<file path="config.mk">
export PLATFORM = sky130hd
export DESIGN_NAME = ihp_power_ctrl
export DESIGN_NICKNAME = d
export VERILOG_FILES = /design/src/ihp_pkg.sv /design/src/ihp_idle_timer.sv /design/src/ihp_power_ctrl.sv
export VERILOG_INCLUDE_DIRS = /design/src
export SDC_FILE = /design/constraint.sdc
export NUM_CORES = 1
export LEC_CHECK = 0
export BUFFER_PORTS_ARGS = -buffer_cell sky130_fd_sc_hd__buf_2
export CORE_UTILIZATION = 35
export CTS_BUF_LIST = sky130_fd_sc_hd__clkbuf_8 sky130_fd_sc_hd__clkbuf_16
export DETAILED_ROUTE_END_ITERATION = 7
export GPL_ROUTABILITY_DRIVEN = 0
export GPL_TIMING_DRIVEN = 0
export RECOVER_POWER = 25
export SYNTH_ARGS = -nofsm -noshare
export SYNTH_HDL_FRONTEND = slang
export SYNTH_SLANG_ARGS = --single-unit
export TNS_END_PERCENT = 20
</file>
<file path="constraint.sdc">
create_clock -name sys_clk -period 2.65 [get_ports sys_clk]
set_clock_uncertainty 0.1 [all_clocks]
set_input_delay 0.795 -clock sys_clk [delete_from_list [all_inputs] [get_ports sys_clk]]
set_output_delay 0.795 -clock sys_clk [all_outputs]
set_load 0.05 [all_outputs]
</file>
<file path="src/ihp_map.svh">
// offsets, field positions, reset values and counts of the idle/halt power controller
`ifndef IHP_MAP_SVH
`define IHP_MAP_SVH

// register addresses on the plain register port
`define IHP_ADDR_PORTG 4'h0
`define IHP_ADDR_IDLE_TIMER_CONTROL_REGISTER 4'h1
`define IHP_ADDR_INTERRUPT_CONTROL_REGISTER 4'h2
`define IHP_ADDR_STATUS 4'h3

// port g data register fields
`define IHP_PG_IDLE 6
`define IHP_PG_HALT 7

// idle timer control register fields
`define IHP_IT_LOW_OSC_ON 7
`define IHP_IT_HIGH_OSC_ON 6
`define IHP_IT_DUAL_CLOCK_EN 5
`define IHP_IT_CORE_CLK_SEL 4
`define IHP_IT_WIN_MSB 2
`define IHP_IT_WIN_LSB 0
`define IHP_IT_WRITE_MASK 8'hF7
`define IHP_IT_RESET 8'h40

// valid contents of the four clock control bits
`define IHP_CLK_HS 4'h4
`define IHP_CLK_HS_TO_DC 4'hC
`define IHP_CLK_DC 4'hE
`define IHP_CLK_DC_TO_LS 4'hF
`define IHP_CLK_LS 4'hB

// interrupt control register fields
`define IHP_IC_ENABLE 0
`define IHP_IC_PENDING 1

// timing counts
`define IHP_INSTR_DIV_LAST 3'h4
`define IHP_STARTUP_COUNT 16'h0100
`define IHP_WIN_MASK_4K 16'h0FFF
`define IHP_WIN_MASK_8K 16'h1FFF
`define IHP_WIN_MASK_16K 16'h3FFF
`define IHP_WIN_MASK_32K 16'h7FFF
`define IHP_WIN_MASK_64K 16'hFFFF

`endif

</file>
<file path="src/ihp_pkg.sv">
// types shared by the idle/halt power controller
package ihp_pkg;

	// power state of the core
	typedef enum logic [1:0] {
		IHP_RUN,
		IHP_IDLE,
		IHP_HALT,
		IHP_START
	} ihp_state_t;

	// clock mode decoded from the clock control bits
	typedef enum logic [1:0] {
		IHP_MODE_HS,
		IHP_MODE_DC,
		IHP_MODE_LS
	} ihp_mode_t;

endpackage : ihp_pkg

</file>
<file path="src/ihp_idle_timer.sv">
// idle timer: free down counter with window tap and load for the start-up delay
`timescale 1ns/1ps
`include "ihp_map.svh"

module ihp_idle_timer #(
	parameter int WIDTH = 16
) (
	// clock and reset
	input wire logic sys_clk,
	input wire logic nrst,
	input wire logic ce,
	// count control
	input wire logic tick,
	input wire logic load,
	input wire logic [WIDTH-1:0] loadValue,
	input wire logic [2:0] winSel,
	// events
	output logic tapEvent,
	output logic wrapEvent
);

	////////////////////////////////////////////////////////////////////////////////
	// counter state
	logic [WIDTH-1:0] count; // current count, value after reset is of no meaning
	logic [WIDTH-1:0] next_count; // next count
	logic [15:0] winMask; // low bits that must be zero at a window boundary

	// window mask from the window select field
	always_comb begin
		case (winSel)
			3'h0: winMask = `IHP_WIN_MASK_4K;
			3'h1: winMask = `IHP_WIN_MASK_8K;
			3'h2: winMask = `IHP_WIN_MASK_16K;
			3'h3: winMask = `IHP_WIN_MASK_32K;
			default: winMask = `IHP_WIN_MASK_64K;
		endcase
	end

	// next count and events, load wins over a tick
	always_comb begin
		next_count = count;
		tapEvent = 1'b0;
		wrapEvent = 1'b0;
		if (load) begin
			next_count = loadValue;
		end else if (tick) begin
			// the window bit toggles as the masked low bits borrow
			tapEvent = ((count & WIDTH'(winMask)) == '0);
			wrapEvent = (count == '0);
			next_count = count - WIDTH'(1);
		end
	end

	// count register
	always_ff @(posedge sys_clk) begin
		if (!nrst) begin
			count <= '0;
		end else if (ce) begin
			count <= next_count;
		end
	end

endmodule : ihp_idle_timer

</file>
<file path="src/ihp_power_ctrl.sv">
// idle and halt power mode controller with dual clock mode control
//
// How it works
// - idle bit stops execution, idle timer keeps running
// - five idle windows 4k to 64k cycles
// - idle timer counts instruction clock in high speed
// - window toggle sets pending, interrupt, idle exit
// - interrupt serviced after current instruction completes
// - reset or wake-up event also ends idle
// - reset selects the 4k window
// - idle timer hidden from software, free running
// - interrupt only when enable set, pending always
// - halt bit stops core, dual clock keeps low
// - reset forces high speed mode from halt
// - wake-up transition ends halt
// - wake from halt waits 256 instruction cycles, none in low speed mode
// - instruction clock is fifth, start-up count gated by amplitude
// - after start-up in dual clock mode timer returns to low clock
// - halt disable option ignores halt requests
// - dual clock idle times on low clock
// - code 01 forces low speed mode
// - illegal clock bits cause automatic reset
//
// The implementer's own choices: the placing of the registers and the plain strobed port.
`timescale 1ns/1ps
`include "ihp_map.svh"

module ihp_power_ctrl #(
	parameter int TIMER_WIDTH = 16
) (
	// clock, reset, enable
	input wire logic sys_clk,
	input wire logic nrst,
	input wire logic ce,
	// register port
	input wire logic [3:0] regAddr,
	input wire logic [7:0] regWrData,
	input wire logic regWrite,
	input wire logic regRead,
	output logic [7:0] regRdData,
	// oscillator and wake-up inputs
	input wire logic lowClkTick,
	input wire logic oscAmpOk,
	input wire logic wakeEvent,
	input wire logic haltDisable,
	input wire logic secondTimerHighSpeed,
	input wire logic secondTimerRunInIdle,
	// core and clock outputs
	output logic coreTick,
	output logic execEnable,
	output logic idleInterrupt,
	output logic idleActive,
	output logic haltActive,
	output logic highOscRun,
	output logic lowOscRun,
	output logic idleTimerOnLow,
	output logic secondTimerRun,
	output logic selfReset,
	output ihp_pkg::ihp_mode_t modeState
);
	import ihp_pkg::*;

	////////////////////////////////////////////////////////////////////////////////
	// declarations
	logic rstAll; // external or automatic reset
	logic [2:0] divCnt; // instruction clock divider
	logic [2:0] next_divCnt; // next divider value
	logic instrTick; // one pulse per five oscillator cycles
	logic coreSrcLow; // core clock taken from the low clock
	logic next_coreSrcLow; // next core source
	logic srcTick; // tick of the selected core source
	logic [7:0] idle_timer_control_register; // idle timer control register
	logic [7:0] next_idle_timer_control_register; // next control register
	logic intEnable; // idle interrupt enable
	logic next_intEnable; // next enable
	logic pending; // idle pending flag
	logic next_pending; // next pending flag
	logic idleReq; // idle bit written, waiting for instruction boundary
	logic next_idleReq; // next idle request
	logic haltReq; // halt bit written, waiting for instruction boundary
	logic next_haltReq; // next halt request
	logic [7:0] next_rdData; // read data for the next cycle
	logic next_selfReset; // illegal clock bits seen
	ihp_state_t state; // power state
	ihp_state_t next_state; // next power state
	ihp_mode_t mode; // decoded clock mode
	logic clkLegal; // clock bits hold a valid pattern
	logic tmrTick; // idle timer clock enable
	logic tmrLoad; // load start-up count
	logic tapEvent; // selected window boundary
	logic wrapEvent; // start-up count underflow
	logic wrSel; // write strobe for this block
	logic [3:0] clkBits; // the four clock control bits

	// external reset or the automatic reset from an illegal clock pattern
	assign rstAll = !nrst || selfReset;
	assign wrSel = regWrite && ce;
	assign clkBits = idle_timer_control_register[`IHP_IT_LOW_OSC_ON:`IHP_IT_CORE_CLK_SEL];

	////////////////////////////////////////////////////////////////////////////////
	// clock mode decode

	// dual clock enable and core select give the mode, 01 forces low speed
	always_comb begin
		case ({idle_timer_control_register[`IHP_IT_DUAL_CLOCK_EN], idle_timer_control_register[`IHP_IT_CORE_CLK_SEL]})
			2'b00: mode = IHP_MODE_HS;
			2'b10: mode = IHP_MODE_DC;
			2'b11: mode = IHP_MODE_LS;
			default: mode = IHP_MODE_LS;
		endcase
	end

	// only five patterns keep a clock on the core
	always_comb begin
		case (clkBits)
			`IHP_CLK_HS, `IHP_CLK_HS_TO_DC, `IHP_CLK_DC: clkLegal = 1'b1;
			`IHP_CLK_DC_TO_LS, `IHP_CLK_LS: clkLegal = 1'b1;
			default: clkLegal = 1'b0;
		endcase
	end

	////////////////////////////////////////////////////////////////////////////////
	// instruction clock and core clock source

	// divide the oscillator by five while the high oscillator runs
	always_comb begin
		next_divCnt = divCnt;
		if (highOscRun) begin
			next_divCnt = (divCnt == `IHP_INSTR_DIV_LAST) ? 3'h0 : divCnt + 3'h1;
		end
		instrTick = highOscRun && (divCnt == `IHP_INSTR_DIV_LAST);
		srcTick = coreSrcLow ? lowClkTick : instrTick;
		// change source only when neither clock pulses, so no pulse is cut
		next_coreSrcLow = coreSrcLow;
		if (!instrTick && !lowClkTick) begin
			next_coreSrcLow = (mode == IHP_MODE_LS);
		end
	end

	// divider and source registers
	always_ff @(posedge sys_clk) begin
		if (rstAll) begin
			divCnt <= 3'h0;
			coreSrcLow <= 1'b0;
		end else if (ce) begin
			divCnt <= next_divCnt;
			coreSrcLow <= next_coreSrcLow;
		end
	end

	////////////////////////////////////////////////////////////////////////////////
	// idle timer

	// timer clock choice by state and mode
	always_comb begin
		// load on the same wake-up that leads into start-up, without going through next_state
		tmrLoad = (state == IHP_HALT) && wakeEvent && (mode != IHP_MODE_LS);
		case (state)
			IHP_START: tmrTick = instrTick && oscAmpOk;
			IHP_HALT: tmrTick = 1'b0;
			default: begin
				// high speed counts instructions, else the low clock
				tmrTick = (mode == IHP_MODE_HS) ? instrTick : lowClkTick;
			end
		endcase
	end

	// free running timer, no software access to its count
	ihp_idle_timer #(
		.WIDTH(TIMER_WIDTH)
	) u_timer (
		.sys_clk(sys_clk),
		.nrst(nrst),
		.ce(ce),
		.tick(tmrTick),
		.load(tmrLoad),
		.loadValue(TIMER_WIDTH'(`IHP_STARTUP_COUNT - 16'h0001)),
		.winSel(idle_timer_control_register[`IHP_IT_WIN_MSB:`IHP_IT_WIN_LSB]),
		.tapEvent(tapEvent),
		.wrapEvent(wrapEvent)
	);

	////////////////////////////////////////////////////////////////////////////////
	// registers and power state

	// register writes, requests and state changes
	always_comb begin
		next_idle_timer_control_register = idle_timer_control_register;
		next_intEnable = intEnable;
		next_pending = pending;
		next_idleReq = idleReq;
		next_haltReq = haltReq;
		next_state = state;
		next_rdData = 8'h00;
		next_selfReset = !clkLegal;
		// software writes
		if (wrSel) begin
			case (regAddr)
				`IHP_ADDR_PORTG: begin
					if (regWrData[`IHP_PG_IDLE]) begin
						next_idleReq = 1'b1;
					end
					if (regWrData[`IHP_PG_HALT] && !haltDisable) begin
						next_haltReq = 1'b1;
					end
				end
				`IHP_ADDR_IDLE_TIMER_CONTROL_REGISTER: begin
					next_idle_timer_control_register = regWrData & `IHP_IT_WRITE_MASK;
				end
				`IHP_ADDR_INTERRUPT_CONTROL_REGISTER: begin
					next_intEnable = regWrData[`IHP_IC_ENABLE];
					// writing zero clears the pending flag
					if (!regWrData[`IHP_IC_PENDING]) begin
						next_pending = 1'b0;
					end
				end
				default: begin
				end
			endcase
		end
		// a window boundary sets pending, winning over a clear
		if (tapEvent && state != IHP_START) begin
			next_pending = 1'b1;
		end
		// power state sequence
		case (state)
			IHP_RUN: begin
				// entry at the next instruction boundary, halt first
				if (srcTick && haltReq) begin
					next_state = IHP_HALT;
					next_haltReq = 1'b0;
					next_idleReq = 1'b0;
				end else if (srcTick && idleReq) begin
					next_state = IHP_IDLE;
					next_idleReq = 1'b0;
				end
			end
			IHP_IDLE: begin
				if (tapEvent || wakeEvent) begin
					next_state = IHP_RUN;
				end
			end
			IHP_HALT: begin
				if (wakeEvent) begin
					// low speed keeps its clock, others wait for start-up
					next_state = (mode == IHP_MODE_LS) ? IHP_RUN : IHP_START;
				end
			end
			IHP_START: begin
				if (wrapEvent) begin
					next_state = IHP_RUN;
				end
			end
			default: begin
				next_state = IHP_RUN;
			end
		endcase
		// read data, shown in the cycle after the strobe
		if (regRead && ce) begin
			case (regAddr)
				`IHP_ADDR_PORTG: next_rdData = {haltActive, idleActive, 6'h00};
				`IHP_ADDR_IDLE_TIMER_CONTROL_REGISTER: next_rdData = idle_timer_control_register;
				`IHP_ADDR_INTERRUPT_CONTROL_REGISTER: next_rdData = {6'h00, pending, intEnable};
				`IHP_ADDR_STATUS: next_rdData = {4'h0, 2'(mode), 2'(state)};
				default: next_rdData = 8'h00;
			endcase
		end
	end

	// register and state flops, reset restores high speed and the 4k window
	always_ff @(posedge sys_clk) begin
		if (rstAll) begin
			idle_timer_control_register <= `IHP_IT_RESET;
			intEnable <= 1'b0;
			pending <= 1'b0;
			idleReq <= 1'b0;
			haltReq <= 1'b0;
			state <= IHP_RUN;
			regRdData <= 8'h00;
		end else if (ce) begin
			idle_timer_control_register <= next_idle_timer_control_register;
			intEnable <= next_intEnable;
			pending <= next_pending;
			idleReq <= next_idleReq;
			haltReq <= next_haltReq;
			state <= next_state;
			regRdData <= next_rdData;
		end
	end

	// automatic reset pulse of one cycle, its flop reset only by the external reset
	always_ff @(posedge sys_clk) begin
		if (!nrst) begin
			selfReset <= 1'b0;
		end else if (ce) begin
			selfReset <= next_selfReset && !selfReset;
		end
	end

	////////////////////////////////////////////////////////////////////////////////
	// registered outputs

	// values of the outputs for the next cycle
	logic next_coreTick; // core clock pulse
	logic next_execEnable; // program execution allowed
	logic next_idleInterrupt; // idle timer interrupt request
	logic next_highOscRun; // high oscillator runs
	logic next_lowOscRun; // low oscillator runs
	logic next_idleTimerOnLow; // idle timer on the low clock
	logic next_secondTimerRun; // second timer clocked

	// outputs follow the next state so they line up with it
	always_comb begin
		next_execEnable = (next_state == IHP_RUN);
		next_coreTick = (next_state == IHP_RUN) && (state == IHP_RUN) && srcTick;
		// interrupt raised only when enabled; core finishes its instruction first
		next_idleInterrupt = next_pending && next_intEnable;
		// high oscillator stops in halt unless woken into start-up
		next_highOscRun = next_idle_timer_control_register[`IHP_IT_HIGH_OSC_ON] && (next_state != IHP_HALT);
		next_lowOscRun = next_idle_timer_control_register[`IHP_IT_LOW_OSC_ON];
		next_idleTimerOnLow = (next_state != IHP_START) && (mode != IHP_MODE_HS);
		// second timer runs in idle only with both idle-run bits
		next_secondTimerRun = next_highOscRun && (next_state != IHP_HALT) &&
			((next_state != IHP_IDLE) || (secondTimerHighSpeed && secondTimerRunInIdle));
	end

	// output flops
	always_ff @(posedge sys_clk) begin
		if (rstAll) begin
			coreTick <= 1'b0;
			execEnable <= 1'b0;
			idleInterrupt <= 1'b0;
			idleActive <= 1'b0;
			haltActive <= 1'b0;
			highOscRun <= 1'b1;
			lowOscRun <= 1'b0;
			idleTimerOnLow <= 1'b0;
			secondTimerRun <= 1'b0;
			modeState <= IHP_MODE_HS;
		end else if (ce) begin
			coreTick <= next_coreTick;
			execEnable <= next_execEnable;
			idleInterrupt <= next_idleInterrupt;
			idleActive <= (next_state == IHP_IDLE);
			haltActive <= (next_state == IHP_HALT) || (next_state == IHP_START);
			highOscRun <= next_highOscRun;
			lowOscRun <= next_lowOscRun;
			idleTimerOnLow <= next_idleTimerOnLow;
			secondTimerRun <= next_secondTimerRun;
			modeState <= mode;
		end
	end

endmodule : ihp_power_ctrl

</file>
==> Word-level counts from Yosys, hierarchy flattened <==
Cells that the tools add are included.
{ "op_classes": {"eq_ne": 25, "bitwise": 1, "n_reduce_logical": 45, "n_addsub": 2, "muxes": 41} }
{ "op_table": {"columns": ["cell", "n"], "rows": [
  ["$pmux W16 S4", 1],
  ["$logic_not A16 Y1", 2],
  ["$mux W16", 2],
  ["$pmux W8 S4", 1],
  ["$mux W1", 24],
  ["$mux W8", 3],
  ["$logic_and A1 B1 Y1", 20],
  ["$and A16 B16 Y16", 1],
  ["$eq A4 B4 Y1 const B", 4],
  ["$sub A16 B1 Y16 const B", 1],
  ["$eq A2 B2 Y1 const B", 6],
  ["$mux W2", 6],
  ["$eq A4 B2 Y1 const B", 2],
  ["$logic_not A2 Y1", 4],
  ["$ne A2 B2 Y1 const B", 4],
  ["$pmux W2 S4", 1],
  ["$eq A3 B2 Y1 const B", 2],
  ["$logic_not A1 Y1", 6],
  ["$reduce_and A2 Y1", 3],
  ["$reduce_or A5 Y1", 1],
  ["$eq A2 B1 Y1 const B", 2],
  ["$eq A4 B1 Y1 const B", 1],
  ["$eq A4 B3 Y1 const B", 1],
  ["$logic_not A4 Y1", 1],
  ["11 further kinds", 15]
]} }
{ "word_totals": {"output_inout_bits": 20, "reg_bits": 53} }

==> Logic depth before layout (Yosys ltp) <==
{ "logic_depth": {"word_depth": 14, "depth_mapped": 9} }

==> Modules after synthesis <==
From an unflattened synthesis, not the netlist that was laid out.
{ "hier_totals": {"hier_cells": 361, "area_unflattened_um2": 2935.3} }
{ "by_module_without_submodules": {"columns": ["module", "seq_area_each_um2", "cells_per_inst", "area_each_um2", "instances"], "rows": [
  ["ihp_power_ctrl", 720.7, 212, 1833.0, 1],
  ["ihp_idle_timer", 320.3, 149, 1102.3, 1]
]} }

==> Worst setup path after synthesis <==
OpenSTA, ideal clock, no wires.
{ "synth_path": {"path_type": "in2reg", "start": "input port regAddr[1]", "end": "register secondTimerRun", "path_slack_ns": 0.396, "cell_stages": 7, "t_arrival_ns": 2.068, "cell_sequence": "clkbuf_1 nand4b_1 clkbuf_1 mux2i_1 nor2_1 o21ai_0 a211oi_1"} }
{ "synth_via": {"elab_chain_len": 6} }
{ "synth_rtl": {"columns": ["item", "line", "rtl"], "rows": [
  ["start: declaration", "ihp_power_ctrl.sv:36", "input wire logic [3:0] regAddr,"],
  ["$eq A4 B1 Y1", "ihp_power_ctrl.sv:198", "case (regAddr)"],
  ["$mux W8", "ihp_power_ctrl.sv:198", null],
  ["$mux W8", "ihp_power_ctrl.sv:197", "if (wrSel) begin"],
  ["$logic_and A1 B1 Y1", "ihp_power_ctrl.sv:319", "next_highOscRun = next_idle_timer_control_register[`IHP_IT_HIGH_OSC_ON] && (next_state != IHP_HALT);"],
  ["$logic_and A1 B1 Y1 (2 in series)", "ihp_power_ctrl.sv:323", "next_secondTimerRun = next_highOscRun && (next_state != IHP_HALT) &&"],
  ["end signal: assignment", "ihp_power_ctrl.sv:349", "secondTimerRun <= next_secondTimerRun;"],
  ["end: declaration", "ihp_power_ctrl.sv:57", "output logic secondTimerRun,"]
]} }
No other way between the ends.
A chain may end at the register's enable or synchronous reset.

==> Worst setup path in the final report <==
{ "layout_path": {"start": "register u_timer.count[0]", "end": "register secondTimerRun"} }
{ "layout_via": {"elab_chain_len": 11, "word_cells_on_any_way": 17} }
{ "layout_rtl": {"columns": ["item", "line", "rtl"], "rows": [
  ["start: declaration", "ihp_idle_timer.sv:24", "logic [WIDTH-1:0] count;"],
  ["start signal: assignment", "ihp_idle_timer.sv:59", "count <= next_count;"],
  ["$and A16 B16 Y16", "ihp_idle_timer.sv:48", "tapEvent = ((count & WIDTH'(winMask)) == '0);"],
  ["$logic_not A16 Y1", "ihp_idle_timer.sv:48", null],
  ["$mux W1", "ihp_idle_timer.sv:46", "end else if (tick) begin"],
  ["$mux W1", "ihp_idle_timer.sv:44", "if (load) begin"],
  ["$logic_or A1 B1 Y1", "ihp_power_ctrl.sv:239", "if (tapEvent || wakeEvent) begin"],
  ["$mux W2", "ihp_power_ctrl.sv:239", null],
  ["$pmux W2 S4 *", "ihp_power_ctrl.sv:226", "case (state)"],
  ["$ne A2 B2 Y1", "ihp_power_ctrl.sv:319, ihp_power_ctrl.sv:323", null],
  ["$logic_and A1 B1 Y1", "ihp_power_ctrl.sv:319", null],
  ["$logic_and A1 B1 Y1", "ihp_power_ctrl.sv:323", null],
  ["$logic_and A1 B1 Y1 *", "ihp_power_ctrl.sv:323", null]
]} }
Mark *: on every way between the ends. The rest lies on a longest branch, timed or not.

==> run summary <==
Fin crit period = 2.464 ns
N_diodes = 0
TritonRoute pass-1 iters = 4
Setup TNS = 0 ns
Largest net degree at the start of global routing = 17
Num ports = 43
Layout fillers = 748
Post-synth EDFFs = 0
Die width = 87.11 um
FFs w/ async S/R, synth = 0%
Status = finished clean
Vias per cell = 5.228
Post-route DRC = 0
Crit path max fanout = 7
Clk pin slew, worst setup/hold paths = 0.10 ns
HP Class = reg -> reg
WP data required = 2.79 ns
Commonest non-fill, non-tap cell in the layout = dfxtp_1
Final setup violation count = 0
Hold_buf cts = 0
Die area = 7587 sq um
P_leak = 1.148 nW
Crit path buf inv count = 1
CP max-delay cell = a221oi_4
RSZ-0062 raised after global routing = no
GR Util All Layers = 18.26%
CP top delay family = compound AO/OA/AOI/OAI gates
Remaining antenna violation count after routing = 0
Overall power = 1.570 mW
Largest stage delay, worst path = 0.54 ns
FF+latch count, synth = 52
CTS buffer count = 5
Netlist cell types = 52
Height of the die = 87.11 um
FF-to-FF setup slack = 0.19 ns
Critical-path cell list = inv_1 -> ha_1 -> nor2b_1 -> nand4b_1 -> a221oi_4 -> o21ai_0 -> a211oi_1
Synth Flop Type = dfxtp_1
Cell count after synthesis = 305
Syn_area_per_cell = 8.311 sq um
Vias in the first global route = 2,115
Initial antenna violation count = 0
Initial DRC count = 137
CP Data Arrival Time = 2.60 ns
Synthesized area = 2535 sq um
Core area = 6907 sq um
Clock Sinks = 52
Clock Path Buffers = 2
Sequential fraction of the synthesis area = 41.07%
DP Wirelength = 4.767 mm
Maxcap violations = 0
Wire length of the first global-routing pass = 10.68 mm
Port bufs = 39
DRT Wirelength = 6.467 mm
Slew @ Worst Pin = 0.7733 ns
Clock Latency Late Sink = 0.31 ns
Worst setup SP type = flip-flop
Row Count = 30
Starting Density = 36.70%
Worst IR Drop VDD = 244.0 uV
CTS HTree Levels = 2
Syn nets = 331
Final hold viol count = 0
Max-slew violation count = 0
Critical path type = reg -> reg
Area growth, synth to finish = 16.19%
NumNets Final = 377
Fin crit share = 93.00%
Layout cells sized above 1 = 12.50%
Power per cell area = 533.1 nW/um^2
FMAX = 405.8 MHz
GRT overflow = 0
Root Buffer = clkbuf_8
Setup bufs post-CTS = 0
Vias = 2,342
CP endpoint kind = flip-flop
Yosys warning count = 0
Slew HR = 48.05%
DR WL/cell = 14.44 um
CTS tree = yes
Most frequent cells in the layout = 52 x dfxtp_1, 39 x nor2_1, 30 x clkbuf_1, 29 x a21oi_1, 26 x buf_2
[cells by family after synthesis]
family | after synthesis | share of synthesized area [%]
multiplexers | 14 | 5.676
AND/OR/NAND/NOR | 125 | 25.42
adder cells (fa/ha/maj) | 3 | 1.481
flip-flops | 52 | 41.07
buffers and inverters | 27 | 4.097
AO/OA/AOI/OAI | 72 | 18.11
XOR/XNOR | 12 | 4.146
[path summary, 6_finish.rpt]
path | from | endpoint | cells after the start
max | u_timer.count[0]$_SDFFE_PN0P_ | secondTimerRun$_SDFFE_PP0P_ | 7
min reg2reg | idleTimerOnLow$_SDFFE_PP0P_ | idleTimerOnLow$_SDFFE_PP0P_ | 2
max reg2reg | u_timer.count[0]$_SDFFE_PN0P_ | secondTimerRun$_SDFFE_PP0P_ | 7
min | idleTimerOnLow$_SDFFE_PP0P_ | idleTimerOnLow$_SDFFE_PP0P_ | 2
[what timing repair did]
item	CTS	global route
endpoints found under the setup margin	0	11
hold endpoints to repair	0	0
resized for setup	0	2
[layer usage]
metal	up-vias	GRT usage, %	wire (um)
met1	1098	24.61	3138
met5	-	0	0
met2	60	29.63	2928
met4	0	6.408	119
met3	11	2.938	281
li1	1173	-	-
[sequential cells by signal, indices dropped and copies added (netlist names), 2 cells and up]
name,flops
idle_timer_control_register,7
divCnt,3
modeState,2
state,2
regRdData,8
u_timer.count,16
[power by group]
group	internal, mW	switching, mW
clock network	0.214	0.282
logic	0.0855	0.161
registers	0.805	0.0224
total	1.11	0.465
[stage by stage]
stage                     worst slack (ns)  utilization, %  area, sq um  hold slack, ns  instances
after floorplan                     0.3964               -         2535          0.3530        305
after global placement            -0.09980           41.27         2850          0.3489        440
after detailed placement           -0.1067           41.27         2850          0.3539        440
after CTS                           0.1260           42.66         2947          0.3750        448
after global routing               0.04452           42.64         2945          0.4025        448
final                               0.1856           42.64         2945          0.3706        448
[Yosys cell counts, drive strengths merged (4+ instances only)]
library cell / number / area share (%)
o21ai: 12 / 2.4
nor2: 40 / 6.2
nor3: 8 / 1.6
clkbuf: 15 / 2.2
a21boi: 6 / 1.8
xor2: 10 / 3.5
nand4b: 6 / 2.1
a211oi: 4 / 1.2
mux2i: 11 / 4.3
nand2: 25 / 3.7
nor2b: 6 / 1.5
dfxtp: 52 / 41
inv: 10 / 1.5
a21oi: 29 / 5.7
nand3: 14 / 2.8
[worst min-delay path: cells and delay by family, from the launching register on]
kind | cells | cell delay, ns
AO/OA/AOI/OAI | 1 | 0.05
AND/OR/NAND/NOR | 1 | 0.06
flip-flops | 1 | 0.33
[cell type report]
type | instances | area, sq um | area share [%]
inverters | 10 | 37.54 | 1.274
plain buffers | 17 | 66.31 | 2.251
clock inverters | 2 | 13.76 | 0.4673
repair buffers | 39 | 176.4 | 5.990
well taps | 96 | 120.1 | 4.078
clock buffers | 6 | 82.58 | 2.804
multi-input cells | 226 | 1408 | 47.79
flip-flops and latches | 52 | 1041 | 35.34
Power figures use the tool's default switching activity.
